### src/common/sdram_pkg.sv
// Constants, register map and state codes for the SDRAM signal/refresh block
package sdram_pkg;
	localparam logic [7:0] ctrl_off = 8'h40;
	localparam logic [7:0] acr0_off = 8'h48;
	localparam logic [7:0] mask0_off = 8'h4c;
	localparam logic [7:0] acr1_off = 8'h50;
	localparam logic [7:0] mask1_off = 8'h54;
	localparam int no_addr_mux_bit = 13;
	localparam int clock_enable_as_command_bit = 12;
	localparam int sleep_rfsh_request_bit = 11;
	localparam int recov_hi = 10;
	localparam int recov_lo = 9;
	localparam int interval_hi = 8;
	localparam int interval_lo = 0;
	localparam int per_block_rfsh_on_bit = 15;
	localparam logic [15:0] ctrl_reset = 16'h0000;
	localparam logic [15:0] ctrl_wmask = 16'h3fff;
	localparam logic [31:0] acr_reset = 32'h0000_0000;
	localparam logic [31:0] acr_wmask = 32'hfffc_bfff;
	localparam logic [31:0] mask_reset = 32'h0000_0000;
	localparam logic [3:0] rcv_short = 4'h3;
	localparam logic [3:0] rcv_mid = 4'h6;
	localparam logic [3:0] rcv_long = 4'h9;
	localparam logic [3:0] interval_unit_low = 4'hf;
	localparam logic [1:0] resp_okay = 2'h0;
	localparam logic [1:0] resp_slverr = 2'h2;
	typedef enum logic [6:0] {
		st_idle  = 7'h01,
		st_act   = 7'h02,
		st_col   = 7'h04,
		st_ref   = 7'h08,
		st_rec   = 7'h10,
		st_sleep = 7'h20,
		st_wake  = 7'h40
	} state_t;
endpackage

### src/core/sdram_ctrl.sv
// SDRAM pin sequencer, refresh timer and AXI4-Lite register file
`timescale 1ns/1ps
module sdram_ctrl #(
	parameter int addr_w = 24,
	parameter int col_bits = 9
) (
	input  wire logic              aclk,
	input  wire logic              aresetn,
	input  wire logic [7:0]        awaddr,
	input  wire logic              awvalid,
	output logic                   awready,
	input  wire logic [31:0]       wdata,
	input  wire logic [3:0]        wstrb,
	input  wire logic              wvalid,
	output logic                   wready,
	output logic [1:0]             bresp,
	output logic                   bvalid,
	input  wire logic              bready,
	input  wire logic [7:0]        araddr,
	input  wire logic              arvalid,
	output logic                   arready,
	output logic [31:0]            rdata,
	output logic [1:0]             rresp,
	output logic                   rvalid,
	input  wire logic              rready,
	input  wire logic              access_req,
	input  wire logic              access_write,
	input  wire logic              access_block,
	input  wire logic [3:0]        access_byte_en,
	input  wire logic [addr_w-1:0] access_addr,
	output logic                   access_done,
	output logic                   row_strobe_n,
	output logic                   column_strobe_n,
	output logic                   write_not_read,
	output logic [1:0]             block_select_n,
	output logic                   mem_clock_enable,
	output logic [3:0]             byte_lane_enable,
	output logic [addr_w-1:0]      mem_addr
);
	function automatic logic [31:0] merge(input logic [31:0] old,
		input logic [31:0] d, input logic [3:0] s);
		logic [31:0] r;
		r = old;
		for (int i = 0; i < 4; i++) begin
			if (s[i]) begin
				r[i*8 +: 8] = d[i*8 +: 8];
			end
		end
		return r;
	endfunction

	// Reload value (rc+1)*16-1 needs no adder
	function automatic logic [12:0] reload(input logic [8:0] count);
		return {count, sdram_pkg::interval_unit_low};
	endfunction

	logic [15:0] ctl_reg, ctl_next;
	logic [31:0] acr0_reg, acr0_next, acr1_reg, acr1_next;
	logic [31:0] m0_reg, m0_next, m1_reg, m1_next;
	logic [7:0]  awa_reg, awa_next;
	logic [31:0] wd_reg, wd_next;
	logic [3:0]  ws_reg, ws_next;
	logic        awh_reg, awh_next, wh_reg, wh_next;
	logic        awready_next, wready_next, bvalid_next, arready_next;
	logic        rvalid_next;
	logic [1:0]  bresp_next, rresp_next;
	logic [31:0] rdata_next;
	logic        do_wr;

	always_comb begin
		awh_next = awh_reg | (awvalid & awready);
		wh_next = wh_reg | (wvalid & wready);
		awa_next = (awvalid & awready) ? awaddr : awa_reg;
		wd_next = (wvalid & wready) ? wdata : wd_reg;
		ws_next = (wvalid & wready) ? wstrb : ws_reg;
		bvalid_next = bvalid & ~bready;
		bresp_next = bresp;
		ctl_next = ctl_reg;
		acr0_next = acr0_reg;
		acr1_next = acr1_reg;
		m0_next = m0_reg;
		m1_next = m1_reg;
		do_wr = awh_next & wh_next & ~bvalid;
		if (do_wr) begin
			awh_next = 1'b0;
			wh_next = 1'b0;
			bvalid_next = 1'b1;
			bresp_next = sdram_pkg::resp_okay;
			unique case (awa_next)
			sdram_pkg::ctrl_off: ctl_next = 16'(merge(
				{16'h0000, ctl_reg}, wd_next, ws_next)) &
				sdram_pkg::ctrl_wmask;
			sdram_pkg::acr0_off: acr0_next = merge(acr0_reg, wd_next,
				ws_next) & sdram_pkg::acr_wmask;
			sdram_pkg::mask0_off: m0_next = merge(m0_reg, wd_next, ws_next);
			sdram_pkg::acr1_off: acr1_next = merge(acr1_reg, wd_next,
				ws_next) & sdram_pkg::acr_wmask;
			sdram_pkg::mask1_off: m1_next = merge(m1_reg, wd_next, ws_next);
			default: bresp_next = sdram_pkg::resp_slverr;
			endcase
		end
		awready_next = ~awh_next & ~bvalid_next;
		wready_next = ~wh_next & ~bvalid_next;
		rvalid_next = rvalid & ~rready;
		rdata_next = rdata;
		rresp_next = rresp;
		if (arvalid & arready) begin
			rvalid_next = 1'b1;
			rresp_next = sdram_pkg::resp_okay;
			unique case (araddr)
			sdram_pkg::ctrl_off: rdata_next = {16'h0000, ctl_reg};
			sdram_pkg::acr0_off: rdata_next = acr0_reg;
			sdram_pkg::mask0_off: rdata_next = m0_reg;
			sdram_pkg::acr1_off: rdata_next = acr1_reg;
			sdram_pkg::mask1_off: rdata_next = m1_reg;
			default: begin
				rdata_next = 32'h0000_0000;
				rresp_next = sdram_pkg::resp_slverr;
			end
			endcase
		end
		arready_next = ~rvalid_next;
	end

	always_ff @(posedge aclk) begin
		if (!aresetn) begin
			ctl_reg <= sdram_pkg::ctrl_reset;
			acr0_reg <= sdram_pkg::acr_reset;
			acr1_reg <= sdram_pkg::acr_reset;
			m0_reg <= sdram_pkg::mask_reset;
			m1_reg <= sdram_pkg::mask_reset;
			awa_reg <= 8'h00;
			wd_reg <= 32'h0000_0000;
			ws_reg <= 4'h0;
			awh_reg <= 1'b0;
			wh_reg <= 1'b0;
			awready <= 1'b0;
			wready <= 1'b0;
			bvalid <= 1'b0;
			bresp <= 2'h0;
			arready <= 1'b0;
			rvalid <= 1'b0;
			rdata <= 32'h0000_0000;
			rresp <= 2'h0;
		end else begin
			ctl_reg <= ctl_next;
			acr0_reg <= acr0_next;
			acr1_reg <= acr1_next;
			m0_reg <= m0_next;
			m1_reg <= m1_next;
			awa_reg <= awa_next;
			wd_reg <= wd_next;
			ws_reg <= ws_next;
			awh_reg <= awh_next;
			wh_reg <= wh_next;
			awready <= awready_next;
			wready <= wready_next;
			bvalid <= bvalid_next;
			bresp <= bresp_next;
			arready <= arready_next;
			rvalid <= rvalid_next;
			rdata <= rdata_next;
			rresp <= rresp_next;
		end
	end

	logic       no_mux, cke_cmd, is_req;
	logic [1:0] recov_sel;
	logic [1:0] rfsh_on;
	assign no_mux = ctl_reg[sdram_pkg::no_addr_mux_bit];
	assign cke_cmd = ctl_reg[sdram_pkg::clock_enable_as_command_bit];
	assign is_req = ctl_reg[sdram_pkg::sleep_rfsh_request_bit];
	assign recov_sel = ctl_reg[sdram_pkg::recov_hi:sdram_pkg::recov_lo];
	assign rfsh_on = {acr1_reg[sdram_pkg::per_block_rfsh_on_bit],
		acr0_reg[sdram_pkg::per_block_rfsh_on_bit]};

	sdram_pkg::state_t st_reg, st_next;
	logic [12:0] cnt_reg, cnt_next;
	logic        pend_reg, pend_next, served;
	logic [3:0]  rec_reg, rec_next, rcv;
	logic        wr_reg, wr_next, blk_reg, blk_next;
	logic [3:0]  be_reg, be_next;
	logic [addr_w-1:0] a_reg, a_next, addr_next;
	logic        ras_next, cas_next, wnr_next, cke_next, done_next;
	logic [1:0]  sel_next;
	logic [3:0]  lane_next;

	always_comb begin
		// One shared setting serves both blocks
		unique case (recov_sel)
		2'b00: rcv = sdram_pkg::rcv_short;
		2'b01: rcv = sdram_pkg::rcv_mid;
		default: rcv = sdram_pkg::rcv_long;
		endcase
		st_next = st_reg;
		rec_next = rec_reg;
		served = 1'b0;
		wr_next = wr_reg;
		blk_next = blk_reg;
		be_next = be_reg;
		a_next = a_reg;
		unique case (st_reg)
		sdram_pkg::st_idle: begin
			if (is_req && !cke_cmd) begin
				st_next = sdram_pkg::st_sleep;
			end else if (pend_reg) begin
				served = 1'b1;
				if (|rfsh_on) begin
					st_next = sdram_pkg::st_ref;
				end
			end else if (access_req) begin
				st_next = sdram_pkg::st_act;
				wr_next = access_write;
				blk_next = access_block;
				be_next = access_byte_en;
				a_next = access_addr;
			end
		end
		sdram_pkg::st_act: st_next = sdram_pkg::st_col;
		sdram_pkg::st_col: st_next = sdram_pkg::st_idle;
		sdram_pkg::st_ref: begin
			st_next = sdram_pkg::st_rec;
			rec_next = rcv - 4'h2;
		end
		sdram_pkg::st_rec: begin
			if (rec_reg == 4'h0) begin
				st_next = sdram_pkg::st_idle;
			end
			rec_next = rec_reg - 4'h1;
		end
		sdram_pkg::st_sleep: begin
			if (!is_req) begin
				st_next = sdram_pkg::st_wake;
			end
		end
		sdram_pkg::st_wake: st_next = sdram_pkg::st_idle;
		endcase
		// Counter frozen while the memories time their own refresh
		cnt_next = cnt_reg;
		pend_next = pend_reg & ~served;
		if (st_reg != sdram_pkg::st_sleep) begin
			if (cnt_reg == 13'h0000) begin
				cnt_next = reload(ctl_reg[sdram_pkg::interval_hi:
					sdram_pkg::interval_lo]);
				pend_next = 1'b1;
			end else begin
				cnt_next = cnt_reg - 13'h0001;
			end
		end
		ras_next = 1'b1;
		cas_next = 1'b1;
		wnr_next = 1'b0;
		sel_next = 2'b11;
		lane_next = 4'h0;
		cke_next = 1'b1;
		addr_next = mem_addr;
		done_next = 1'b0;
		unique case (st_next)
		sdram_pkg::st_act: begin
			ras_next = 1'b0;
			sel_next = blk_next ? 2'b01 : 2'b10;
			addr_next = a_next >> col_bits;
		end
		sdram_pkg::st_col: begin
			cas_next = 1'b0;
			wnr_next = wr_next;
			sel_next = blk_next ? 2'b01 : 2'b10;
			lane_next = be_next;
			addr_next = no_mux ? a_next : addr_w'(a_next[col_bits-1:0]);
			done_next = 1'b1;
		end
		sdram_pkg::st_ref: begin
			ras_next = 1'b0;
			cas_next = 1'b0;
			sel_next = ~rfsh_on;
		end
		sdram_pkg::st_sleep: begin
			cke_next = 1'b0;
			if (st_reg != sdram_pkg::st_sleep) begin
				ras_next = 1'b0;
				cas_next = 1'b0;
				sel_next = 2'b00;
			end
		end
		sdram_pkg::st_idle, sdram_pkg::st_rec, sdram_pkg::st_wake: ;
		endcase
		if (cke_cmd) begin
			// Command bit: high while a row is opened
			cke_next = (st_next == sdram_pkg::st_act);
		end
	end

	always_ff @(posedge aclk) begin
		if (!aresetn) begin
			st_reg <= sdram_pkg::st_idle;
			cnt_reg <= 13'h0000;
			pend_reg <= 1'b0;
			rec_reg <= 4'h0;
			wr_reg <= 1'b0;
			blk_reg <= 1'b0;
			be_reg <= 4'h0;
			a_reg <= '0;
			row_strobe_n <= 1'b1;
			column_strobe_n <= 1'b1;
			write_not_read <= 1'b0;
			block_select_n <= 2'b11;
			mem_clock_enable <= 1'b1;
			byte_lane_enable <= 4'h0;
			mem_addr <= '0;
			access_done <= 1'b0;
		end else begin
			st_reg <= st_next;
			cnt_reg <= cnt_next;
			pend_reg <= pend_next;
			rec_reg <= rec_next;
			wr_reg <= wr_next;
			blk_reg <= blk_next;
			be_reg <= be_next;
			a_reg <= a_next;
			row_strobe_n <= ras_next;
			column_strobe_n <= cas_next;
			write_not_read <= wnr_next;
			block_select_n <= sel_next;
			mem_clock_enable <= cke_next;
			byte_lane_enable <= lane_next;
			mem_addr <= addr_next;
			access_done <= done_next;
		end
	end

	logic [3:0] since_ref;
	always_ff @(posedge aclk) begin
		if (!aresetn) begin
			since_ref <= 4'hf;
		end else if (st_reg == sdram_pkg::st_ref) begin
			since_ref <= 4'h1;
		end else if (since_ref != 4'hf) begin
			since_ref <= since_ref + 4'h1;
		end
	end
endmodule // sdram_ctrl

### config.mk
export PLATFORM = sky130hd
export DESIGN_NAME = sdram_ctrl
export DESIGN_NICKNAME = d
export VERILOG_FILES = /design/src/common/sdram_pkg.sv /design/src/core/sdram_ctrl.sv
export SDC_FILE = /design/constraint.sdc
export NUM_CORES = 1
export LEC_CHECK = 0
export BUFFER_PORTS_ARGS = -buffer_cell sky130_fd_sc_hd__clkbuf_2
export CORE_MARGIN = 2
export CORE_UTILIZATION = 35
export DETAILED_ROUTE_END_ITERATION = 16
export GPL_TIMING_DRIVEN = 1
export PLACE_DENSITY_LB_ADDON = 0.08
export SYNTH_ARGS = -nofsm -noshare
export SYNTH_HDL_FRONTEND = slang
export SYNTH_SLANG_ARGS = --single-unit
### constraint.sdc
create_clock -name aclk -period 2.5 [get_ports aclk]
set_input_delay 0.625 -clock aclk [delete_from_list [all_inputs] [get_ports aclk]]
set_output_delay 0.625 -clock aclk [all_outputs]
set_load 0.02 [all_outputs]
After elaboration in Yosys (flattened, before gate mapping)
Cells that the tools add are included.
- bits in registers: 313
- latch bits: 0
- bits in writable memories: 0
- ROM bits: 0
- output and inout port bits: 76
- memories: 0
- $add $sub $neg: 3
- $mul: 0
- div/mod/pow operators: 0
- magnitude comparators: 0
- equal/unequal tests: 23
- shifts and indexed selects: 0
- mux-type cells: 52
- bitwise logic cells: 21
- reductions and logical operators: 33
- operator list (operator ; count):
    $pmux W32 S5 ; 1
    $mux W24 ; 5
    $eq A8 B7 Y1 const B ; 10
    $reduce_and A3 Y1 ; 18
    $pmux W24 S2 ; 1
    $mux W7 ; 6
    $pmux W7 S6 ; 1
    $mux W32 ; 1
    $mux W1 ; 21
    $mux W4 ; 5
    $pmux W4 S2 ; 2
    $eq A7 B2 Y1 const B ; 2
    $eq A7 B3 Y1 const B ; 2
    $eq A7 B4 Y1 const B ; 2
    $eq A7 B6 Y1 const B ; 2
    $logic_not A13 Y1 ; 1
    $mux W13 ; 1
    $sub A13 B1 Y13 const B ; 1
    $and A1 B1 Y1 ; 10
    $reduce_or A2 Y1 ; 5
    $reduce_or A5 Y1 ; 2
    $mux W2 ; 4
    $mux W8 ; 1
    $not A1 Y1 ; 8
    other kinds (17) ; 20

Logic depth before layout (Yosys ltp)
Gate-level depths: netlist of the first run.
- word-level depth: 8
- gate-level depth with buffers: 10

Least setup slack after synthesis of the first run
OpenSTA, ideal clock, no wires.
- path type: input port to flip-flop
- start: input awaddr[5]
- end: register acr0_reg[5]
- library setup time: 80 ps
- arrival: 2501 ps
- data required time: 2420 ps
- setup slack: -81 ps
- stages on the path: 9
- cell sequence: or4b_1 -> or4_4 -> a21oi_4 -> and2b_1 -> and2_1 -> buf_4 -> buf_6 -> nor2_1 -> a211oi_2
- longest elaborated chain between the ends: 3
- RTL lines (item ; line ; text):
    start, declared ; sdram_ctrl.sv:9 ; input wire logic [7:0] awaddr,
    $mux W8 ; sdram_ctrl.sv:73 ; awa_next = (awvalid & awready) ? awaddr : awa_reg;
    $eq A8 B7 Y1 ; sdram_ctrl.sv:89 ; unique case (awa_next)
    $reduce_and A3 Y1 (no source line) ; - ;
    end signal, assigned ; sdram_ctrl.sv:128 ; acr0_reg <= sdram_pkg::acr_reset;
    end signal, assigned ; sdram_ctrl.sv:147 ; acr0_reg <= acr0_next;
    end, declared ; sdram_ctrl.sv:58 ; logic [31:0] acr0_reg, acr0_next, acr1_reg, acr1_next;
Every way passes these cells.
A chain may end at the register's enable or synchronous reset.

Worst setup path in the final report of the first run
- start: input awaddr[5]
- end: register acr0_reg[25]
The elaborated chain is that of the path after synthesis.

==> results of run 1 <==
## area by class of cell
class	count	area, um2	area share
Clock inverter	5	53.8	0.00335
Sequential cell	311	6230	0.388
Antenna cell	2	5.00	0.000312
Tap cell	461	577	0.0359
Inverter	12	52.6	0.00327
Multi-Input combinational cell	911	5890	0.367
Clock buffer	57	1140	0.0713
Timing Repair Buffer	301	2100	0.131
## layer usage
metal	GRT usage	vias up	routed length, um
met1	0.268	5009	17600
met4	0.0489	0	571
li1	-	5322	-
met2	0.298	204	16500
met5	0	-	0
met3	0.0327	41	1440
## logic make-up after synthesis
group	Yosys count	synth area share
buffers and inverters	118	0.0450
and+or+nand+nor	447	0.171
adders and majority gates	2	0.00199
muxes	116	0.0960
AOI/OAI and AO/OA	338	0.187
DFF	311	0.495
other	1	0.000298
xor gates and xnor gates	6	0.00417
## timing repair
item | in CTS | in global routing
endpoints found under the setup margin | 1 | 24
pin swaps | 0 | 0
gates resized for setup | 1 | 7
## worst max-delay path: cells and delay by family
family	cells	cell delay, ps
buf+inv	2	240
simple gates	5	1580
compound gates	2	350
## synth_stat cells (4+ instances only)
| cell | instances | area, um2 |
|---|---|---|
| mux2_2 | 38 | 428 |
| a21oi_1 | 102 | 510 |
| and2_1 | 20 | 125 |
| nor3_1 | 41 | 205 |
| a222oi_1 | 15 | 150 |
| nor3b_1 | 5 | 37.5 |
| dfxtp_1 | 311 | 6230 |
| a211oi_2 | 5 | 62.6 |
| a211oi_1 | 84 | 631 |
| o21ai_0 | 34 | 170 |
| mux2i_1 | 78 | 781 |
| a311oi_1 | 12 | 105 |
| nor2b_1 | 4 | 25.0 |
| o22a_1 | 12 | 105 |
| nand2b_1 | 14 | 87.6 |
| buf_2 | 24 | 120 |
| or2_2 | 9 | 56.3 |
| inv_1 | 12 | 45.0 |
| clkbuf_1 | 67 | 251 |
| o221ai_1 | 5 | 43.8 |
| nand2_1 | 42 | 158 |
| a221oi_1 | 16 | 140 |
| nor4_1 | 9 | 56.3 |
| nor4_4 | 5 | 106 |
| o2bb2ai_1 | 11 | 96.3 |
| nor2_1 | 245 | 920 |
| buf_4 | 6 | 45.0 |
| buf_6 | 5 | 56.3 |
| a22oi_1 | 19 | 143 |
| nand3_1 | 25 | 125 |
## worst max path at each step
| stage | end | slack, ps | start | cells past startpoint |
|---|---|---|---|---|
| after floorplan | acr0_reg[5] | -60 | awaddr[5] | 9 |
| after global placement | acr0_reg[27] | -370 | awaddr[5] | 9 |
| after detailed placement | acr0_reg[25] | -390 | awaddr[5] | 9 |
| after CTS | block_select_n[1] | 60 | rec_reg[0] | 9 |
| after global routing | block_select_n[1] | 10 | st_reg[6] | 8 |
| final | acr0_reg[25] | 120 | awaddr[5] | 9 |
## stage by stage
stage / util / setup TNS [ps]
floorplan: - / -674
global placement: 0.418 / -25890
detailed placement: 0.418 / -27550
CTS: 0.451 / 0
global route: 0.452 / 0
finish: 0.452 / 0
## report_power, final
| part | switching [mW] | total [mW] | leakage [nW] | internal, mW |
|---|---|---|---|---|
| sequential | 0.174 | 5.39 | 2.52 | 5.22 |
| combinational | 1.18 | 2.08 | 3.02 | 0.895 |
| clock | 2.06 | 5.29 | 0.592 | 3.23 |
==> results by group, run 1 <==
Outcome
  • Status: finished, final reports clean

Run
  • Max-Cap Viols: 0

Min path
  • Min-delay src: awaddr[7]
  • Worst Hold End: awa_reg[7]
  • Min-delay worst type: input pin to flop
  • Hold depth: 3

Route
  • Via-to-Cell Ratio: just over 5
  • Vias: around 11k
  • Drt pass-1 iters: 6
  • Total wire length: 36.1 mm
  • Routed wire per std cell: about 18 um
  • DRC viols: 0
  • Final antenna-violating net count: 0
  • Starting DRT DRC Count: approximately 800

Setup path
  • Crit Reg-Reg Endpoint: block_select_n[1]
  • Arrival time worst endpoint: 2810 ps
  • WP data required: around 2900 ps
  • CP Class: input pin to flop
  • Critical Path Max Stage Delay: about 560 ps
  • Crit-path max FO: 16
  • Worst r2r src: st_reg[6]
  • CP cell instances: clkbuf_2 -> or4b_4 -> or4_4 -> a21oi_4 -> and2b_1 -> and2_1 -> buf_12 -> nor2_1 -> a211oi_1
  • R2r setup slk: around 130 ps
  • Slowest cell on crit path: or4b_4
  • CP Capture Type: flop
  • Worst r2r path cells: 8
  • CP startpoint kind: input pin

STA
  • Max frequency: 420 MHz
  • RSZ-0062 raised after global routing: false
  • Post-route minimum period: roughly 2400 ps
  • Fin Clk Skew: around 17 ps
  • Slew headroom: 0.443
  • Fin crit share: 0.951
  • Number of setup violations in the final report: 0
  • Fin. max-slew vios: 0
  • Setup slack after layout: 122 ps
  • Least-Margin Pin Slew: 835 ps
  • Worst hold slack: 364 ps
  • Endpoints failing hold: 0

Pwr
  • Max IR drop VDD: ~0.00044 V
  • Power, Total: 12.8 mW
  • LEAKAGE: between 6 and 7 nW
  • Power Dens Cells: approximately 800 mW/mm2

Synthesis
  • EDFF count, synth: 0
  • Mean Syn Cell Area: ~9.4 um2
  • #FFs+latches synth: between 300 and 400
  • Gate Count Post-Synth: ~1.3k
  • Mapped cell area: 0.0126 mm2
  • Seq/Total Area, Yosys: 0.495
  • Ys flop type: dfxtp_1
  • Syn. warnings: 0
  • Distinct cells, synth: 69
  • Ys async rst share: 0

Die
  • Height of the die: 194 um
  • Die Wd: 194 um
  • Initial Util: 0.355
  • Die area: 0.0375 mm2
  • Area of the core: ~0.035 mm2
  • IO Pins: 166
  • # rows: 69

Clock tree
  • TritonCTS Buffers: 37
  • CTS tree: built
  • Clk sinks: between 300 and 400
  • CTS Hold Bufs: 0
  • H-tree Lvls: 2
  • Clk slew on worst S/H paths: ~60 ps
  • Skew-Pair Late Insertion Delay: between 500 and 600 ps
  • Clock Tree Buf Depth: 3
  • Root Buffer: clkbuf_16
  • Postcts setup bufs: 0

Placed design
  • IO Port Bufs: between 150 and 200
  • Placed standard-cell area: 0.0148 mm2
  • Dpl ws: -389 ps
  • Placed cell count: approximately 2k
  • Routability congestion estimate: between 0.8 and 0.9
  • Hpwl dp: roughly 25 mm

Final layout
  • Commonest non-fill, non-tap cell in the layout: dfxtp_1
  • Final Net Count: between 1.5k and 2k
  • Layout area overhead: 27.5%
  • Share of cells above drive strength 1: 0.275
  • Filler Cell Count: 3468
  • Commonest cells after routing, fill and taps aside: 308 x dfxtp_1, 244 x nor2_1, 163 x clkbuf_2, 118 x buf_4, 102 x a21oi_1
  • Final instance area: 0.0160 mm2
  • Post-route insts no fill: between 2k and 2.5k

Global routing
  • Largest net degree at the start of global routing: 90
  • Global-route usage over all layers: 0.189
  • Congestion Overflow GR: 0
  • Vias in the first global route: a little over 10k
  • First-pass GRT wire length: between 50 and 60 mm
  • Initial antenna violation count: 2
Power figures use the tool's default switching activity.
==> inputs of run 2 (changes only) <==
- CELL_PAD_IN_SITES_DETAIL_PLACEMENT: not set -> 0
- CELL_PAD_IN_SITES_GLOBAL_PLACEMENT: not set -> 1
==> results by group, run 2 (synthesized netlist as in run 1, its figures left out) <==
Setup path
  • CP startpoint kind: input pin (unchanged)
  • R2r setup slk: 210 ps (was 130 ps)
  • Worst r2r path cells: 6 (was 8)
  • Slowest cell on crit path: or4b_4 (unchanged)
  • Worst r2r src: st_reg[0] (was st_reg[6])
  • CP cell instances: clkbuf_2 -> or4b_4 -> or4_4 -> a21oi_4 -> and2b_1 -> and2_1 -> buf_12 -> nor2_1 -> a211oi_1 (unchanged)
  • CP Class: input pin to flop (unchanged)
  • CP Capture Type: flop (unchanged)
  • Crit-path max FO: 16 (unchanged)
  • Crit path from: awaddr[5] (unchanged)
  • CP top delay family: simple AND/OR/NAND/NOR gates (unchanged)
  • WP buf/inv: 2 (unchanged)
  • WP data required: 2930 ps (about the same)
  • Critical Path Max Stage Delay: 540 ps (was 560 ps)
  • Arrival time worst endpoint: 2720 ps (was 2810 ps)
  • Crit Reg-Reg Endpoint: block_select_n[0] (was block_select_n[1])

Global routing
  • Congestion Overflow GR: 0 (unchanged)
  • Vias in the first global route: 10.3k (about the same)
  • First-pass GRT wire length: 59.7 mm (was 57.7 mm)
  • Initial antenna violation count: 1 (was 2)
  • Largest net degree at the start of global routing: 119 (was 90)
  • Global-route usage over all layers: 0.194 (was 0.189)

Final layout
  • Post-layout util: 0.458 (was 0.452)
  • Layout area overhead: 29.0% (was 27.5%)
  • Commonest non-fill, non-tap cell in the layout: dfxtp_1 (unchanged)
  • Final Net Count: 1660 (was 1666)
  • Inserted Diodes: 0 (was 2)
  • Post-route insts no fill: 2056 (was 2060)
  • Flip-flop and latch area: 0.00623 mm2 (about the same)
  • Filler Cell Count: 3514 (was 3468)
  • Share of cells above drive strength 1: 0.278 (was 0.275)
  • Commonest cells after routing, fill and taps aside: 307 x dfxtp_1, 244 x nor2_1, 163 x clkbuf_2, 107 x buf_4, 102 x a21oi_1 (was 308 x dfxtp_1, 244 x nor2_1, 163 x clkbuf_2, 118 x buf_4, 102 x a21oi_1)
  • Multi-input combinational cell area: 0.00588 mm2 (was 0.00589 mm2)

Die
  • Initial Util: 0.355 (unchanged)
  • IO Pins: 166 (unchanged)
  • Die area: 0.0375 mm2 (unchanged)
  • Die Wd: 194 um (unchanged)
  • # rows: 69 (unchanged)
  • Height of the die: 194 um (unchanged)
  • Area of the core: 0.0355 mm2 (unchanged)

STA
  • Slew headroom: 0.603 (was 0.443)
  • Setup slack after layout: 210 ps (was 122 ps)
  • Worst hold slack: 368 ps (was 364 ps)
  • Max frequency: 437 MHz (was 420 MHz)
  • Number of setup violations in the final report: 0 (unchanged)
  • Least-Margin Pin Slew: 595 ps (was 835 ps)
  • Fin crit share: 0.916 (was 0.951)
  • RSZ-0062 raised after global routing: false (unchanged)
  • Post-route minimum period: 2290 ps (was 2380 ps)
  • Fin. max-slew vios: 0 (unchanged)
  • Fin Clk Skew: 18.4 ps (was 17.0 ps)
  • Endpoints failing hold: 0 (unchanged)

Placed design
  • Hpwl dp: 25.7 mm (was 25.1 mm)
  • Routability congestion estimate: 0.769 (was 0.803)
  • Placed cell count: 1989 (was 1996)
  • Dpl ws: -352 ps (was -389 ps)
  • IO Port Bufs: 163 (unchanged)

Min path
  • Min-delay src: access_addr[8] (was awaddr[7])
  • Worst Hold End: a_reg[8] (was awa_reg[7])
  • Hold depth: 3 (unchanged)
  • Min-delay worst type: input pin to flop (unchanged)

Clock tree
  • CTS tree: built (unchanged)
  • Skew-Pair Late Insertion Delay: 530 ps (about the same)
  • Clock Tree Buf Depth: 3 (unchanged)
  • H-tree Lvls: 2 (unchanged)
  • Root Buffer: clkbuf_16 (unchanged)
  • Clk sinks: 311 (unchanged)
  • CTS Hold Bufs: 0 (unchanged)
  • TritonCTS Buffers: 38 (was 37)
  • Clk slew on worst S/H paths: 60 ps (about the same)

Outcome
  • Status: finished, final reports clean (unchanged)

Route
  • Total wire length: 36.8 mm (was 36.1 mm)
  • Vias: 10.5k (was 10.6k)
  • Starting DRT DRC Count: 537 (was 801)
  • Via-to-Cell Ratio: 5.13 (about the same)
  • Drt pass-1 iters: 7 (was 6)
  • DRC viols: 0 (unchanged)
  • Final antenna-violating net count: 0 (unchanged)
  • Routed wire per std cell: 17.9 um (was 17.5 um)

Pwr
  • Power Dens Cells: 828 mW/mm2 (was 795 mW/mm2)
  • Max IR drop VDD: 0.000641 V (was 0.000443 V)
  • LEAKAGE: 6.23 nW (was 6.13 nW)

Run
  • Max-Cap Viols: 0 (unchanged)
==> run 2: cell count changes in the layout (fill, tap and decap cells not counted), sizes merged <==
cell	before	now
clkbuf	220	212
buf	138	131
clkinv	3	7
clkinvlp	0	2
diode	2	0
bufinv	1	8
==> run 2: repair_timing <==
action,in CTS,in global routing
endpoints found under the setup margin,0,29
resized for setup,0,9
setup buffers,0,0
==> run 2: tightest hold or removal path, stage by stage <==
cell and delay (ps):
clkbuf_2 70, mux2i_1 70, nor2_1 80
==> run 2: final cells by class <==
type	count	share of cell area
well taps	461	0.0355
clock buffers	49	0.0667
clock inverters	18	0.0189
repair buffers	294	0.129
inverters	12	0.00324
multi-input cells	911	0.362
flip-flops and latches	311	0.384
==> run 2: worst max path at each step <==
stage / to / slack, ps / depth (start not counted)
after floorplan: acr0_reg[5] / -60 / 9
after global placement: acr0_reg[28] / -320 / 9
after detailed placement: acr0_reg[12] / -350 / 9
after CTS: block_select_n[1] / 100 / 9
after global routing: row_strobe_n / 20 / 9
final: acr0_reg[3] / 210 / 9
==> run 2: where the power goes <==
| group | internal, mW | switching [mW] | total (mW) |
|---|---|---|---|
| Clock | 3.88 | 2.17 | 6.05 |
| Sequential | 5.22 | 0.177 | 5.40 |
| Combinational | 0.830 | 1.16 | 1.99 |
| Total | 9.93 | 3.51 | 13.4 |
==> run 2: metal layers <==
layer	vias to the layer above	routed length, um	GRT usage
li1	5307	-	-
met1	4974	18500	0.279
met2	217	16200	0.306
met3	47	1460	0.0294
met4	2	655	0.0472
met5	-	13	0
==> run 2: metrics by stage <==
step                TNS (ps)  cell area [um2]  total power, mW
floorplan               -674            12600             6.74
global placement      -24740            14800             7.48
detailed placement    -25520            14800             7.50
CTS                        0            16200             13.6
global route               0            16200             14.1
finish                     0            16200             13.4
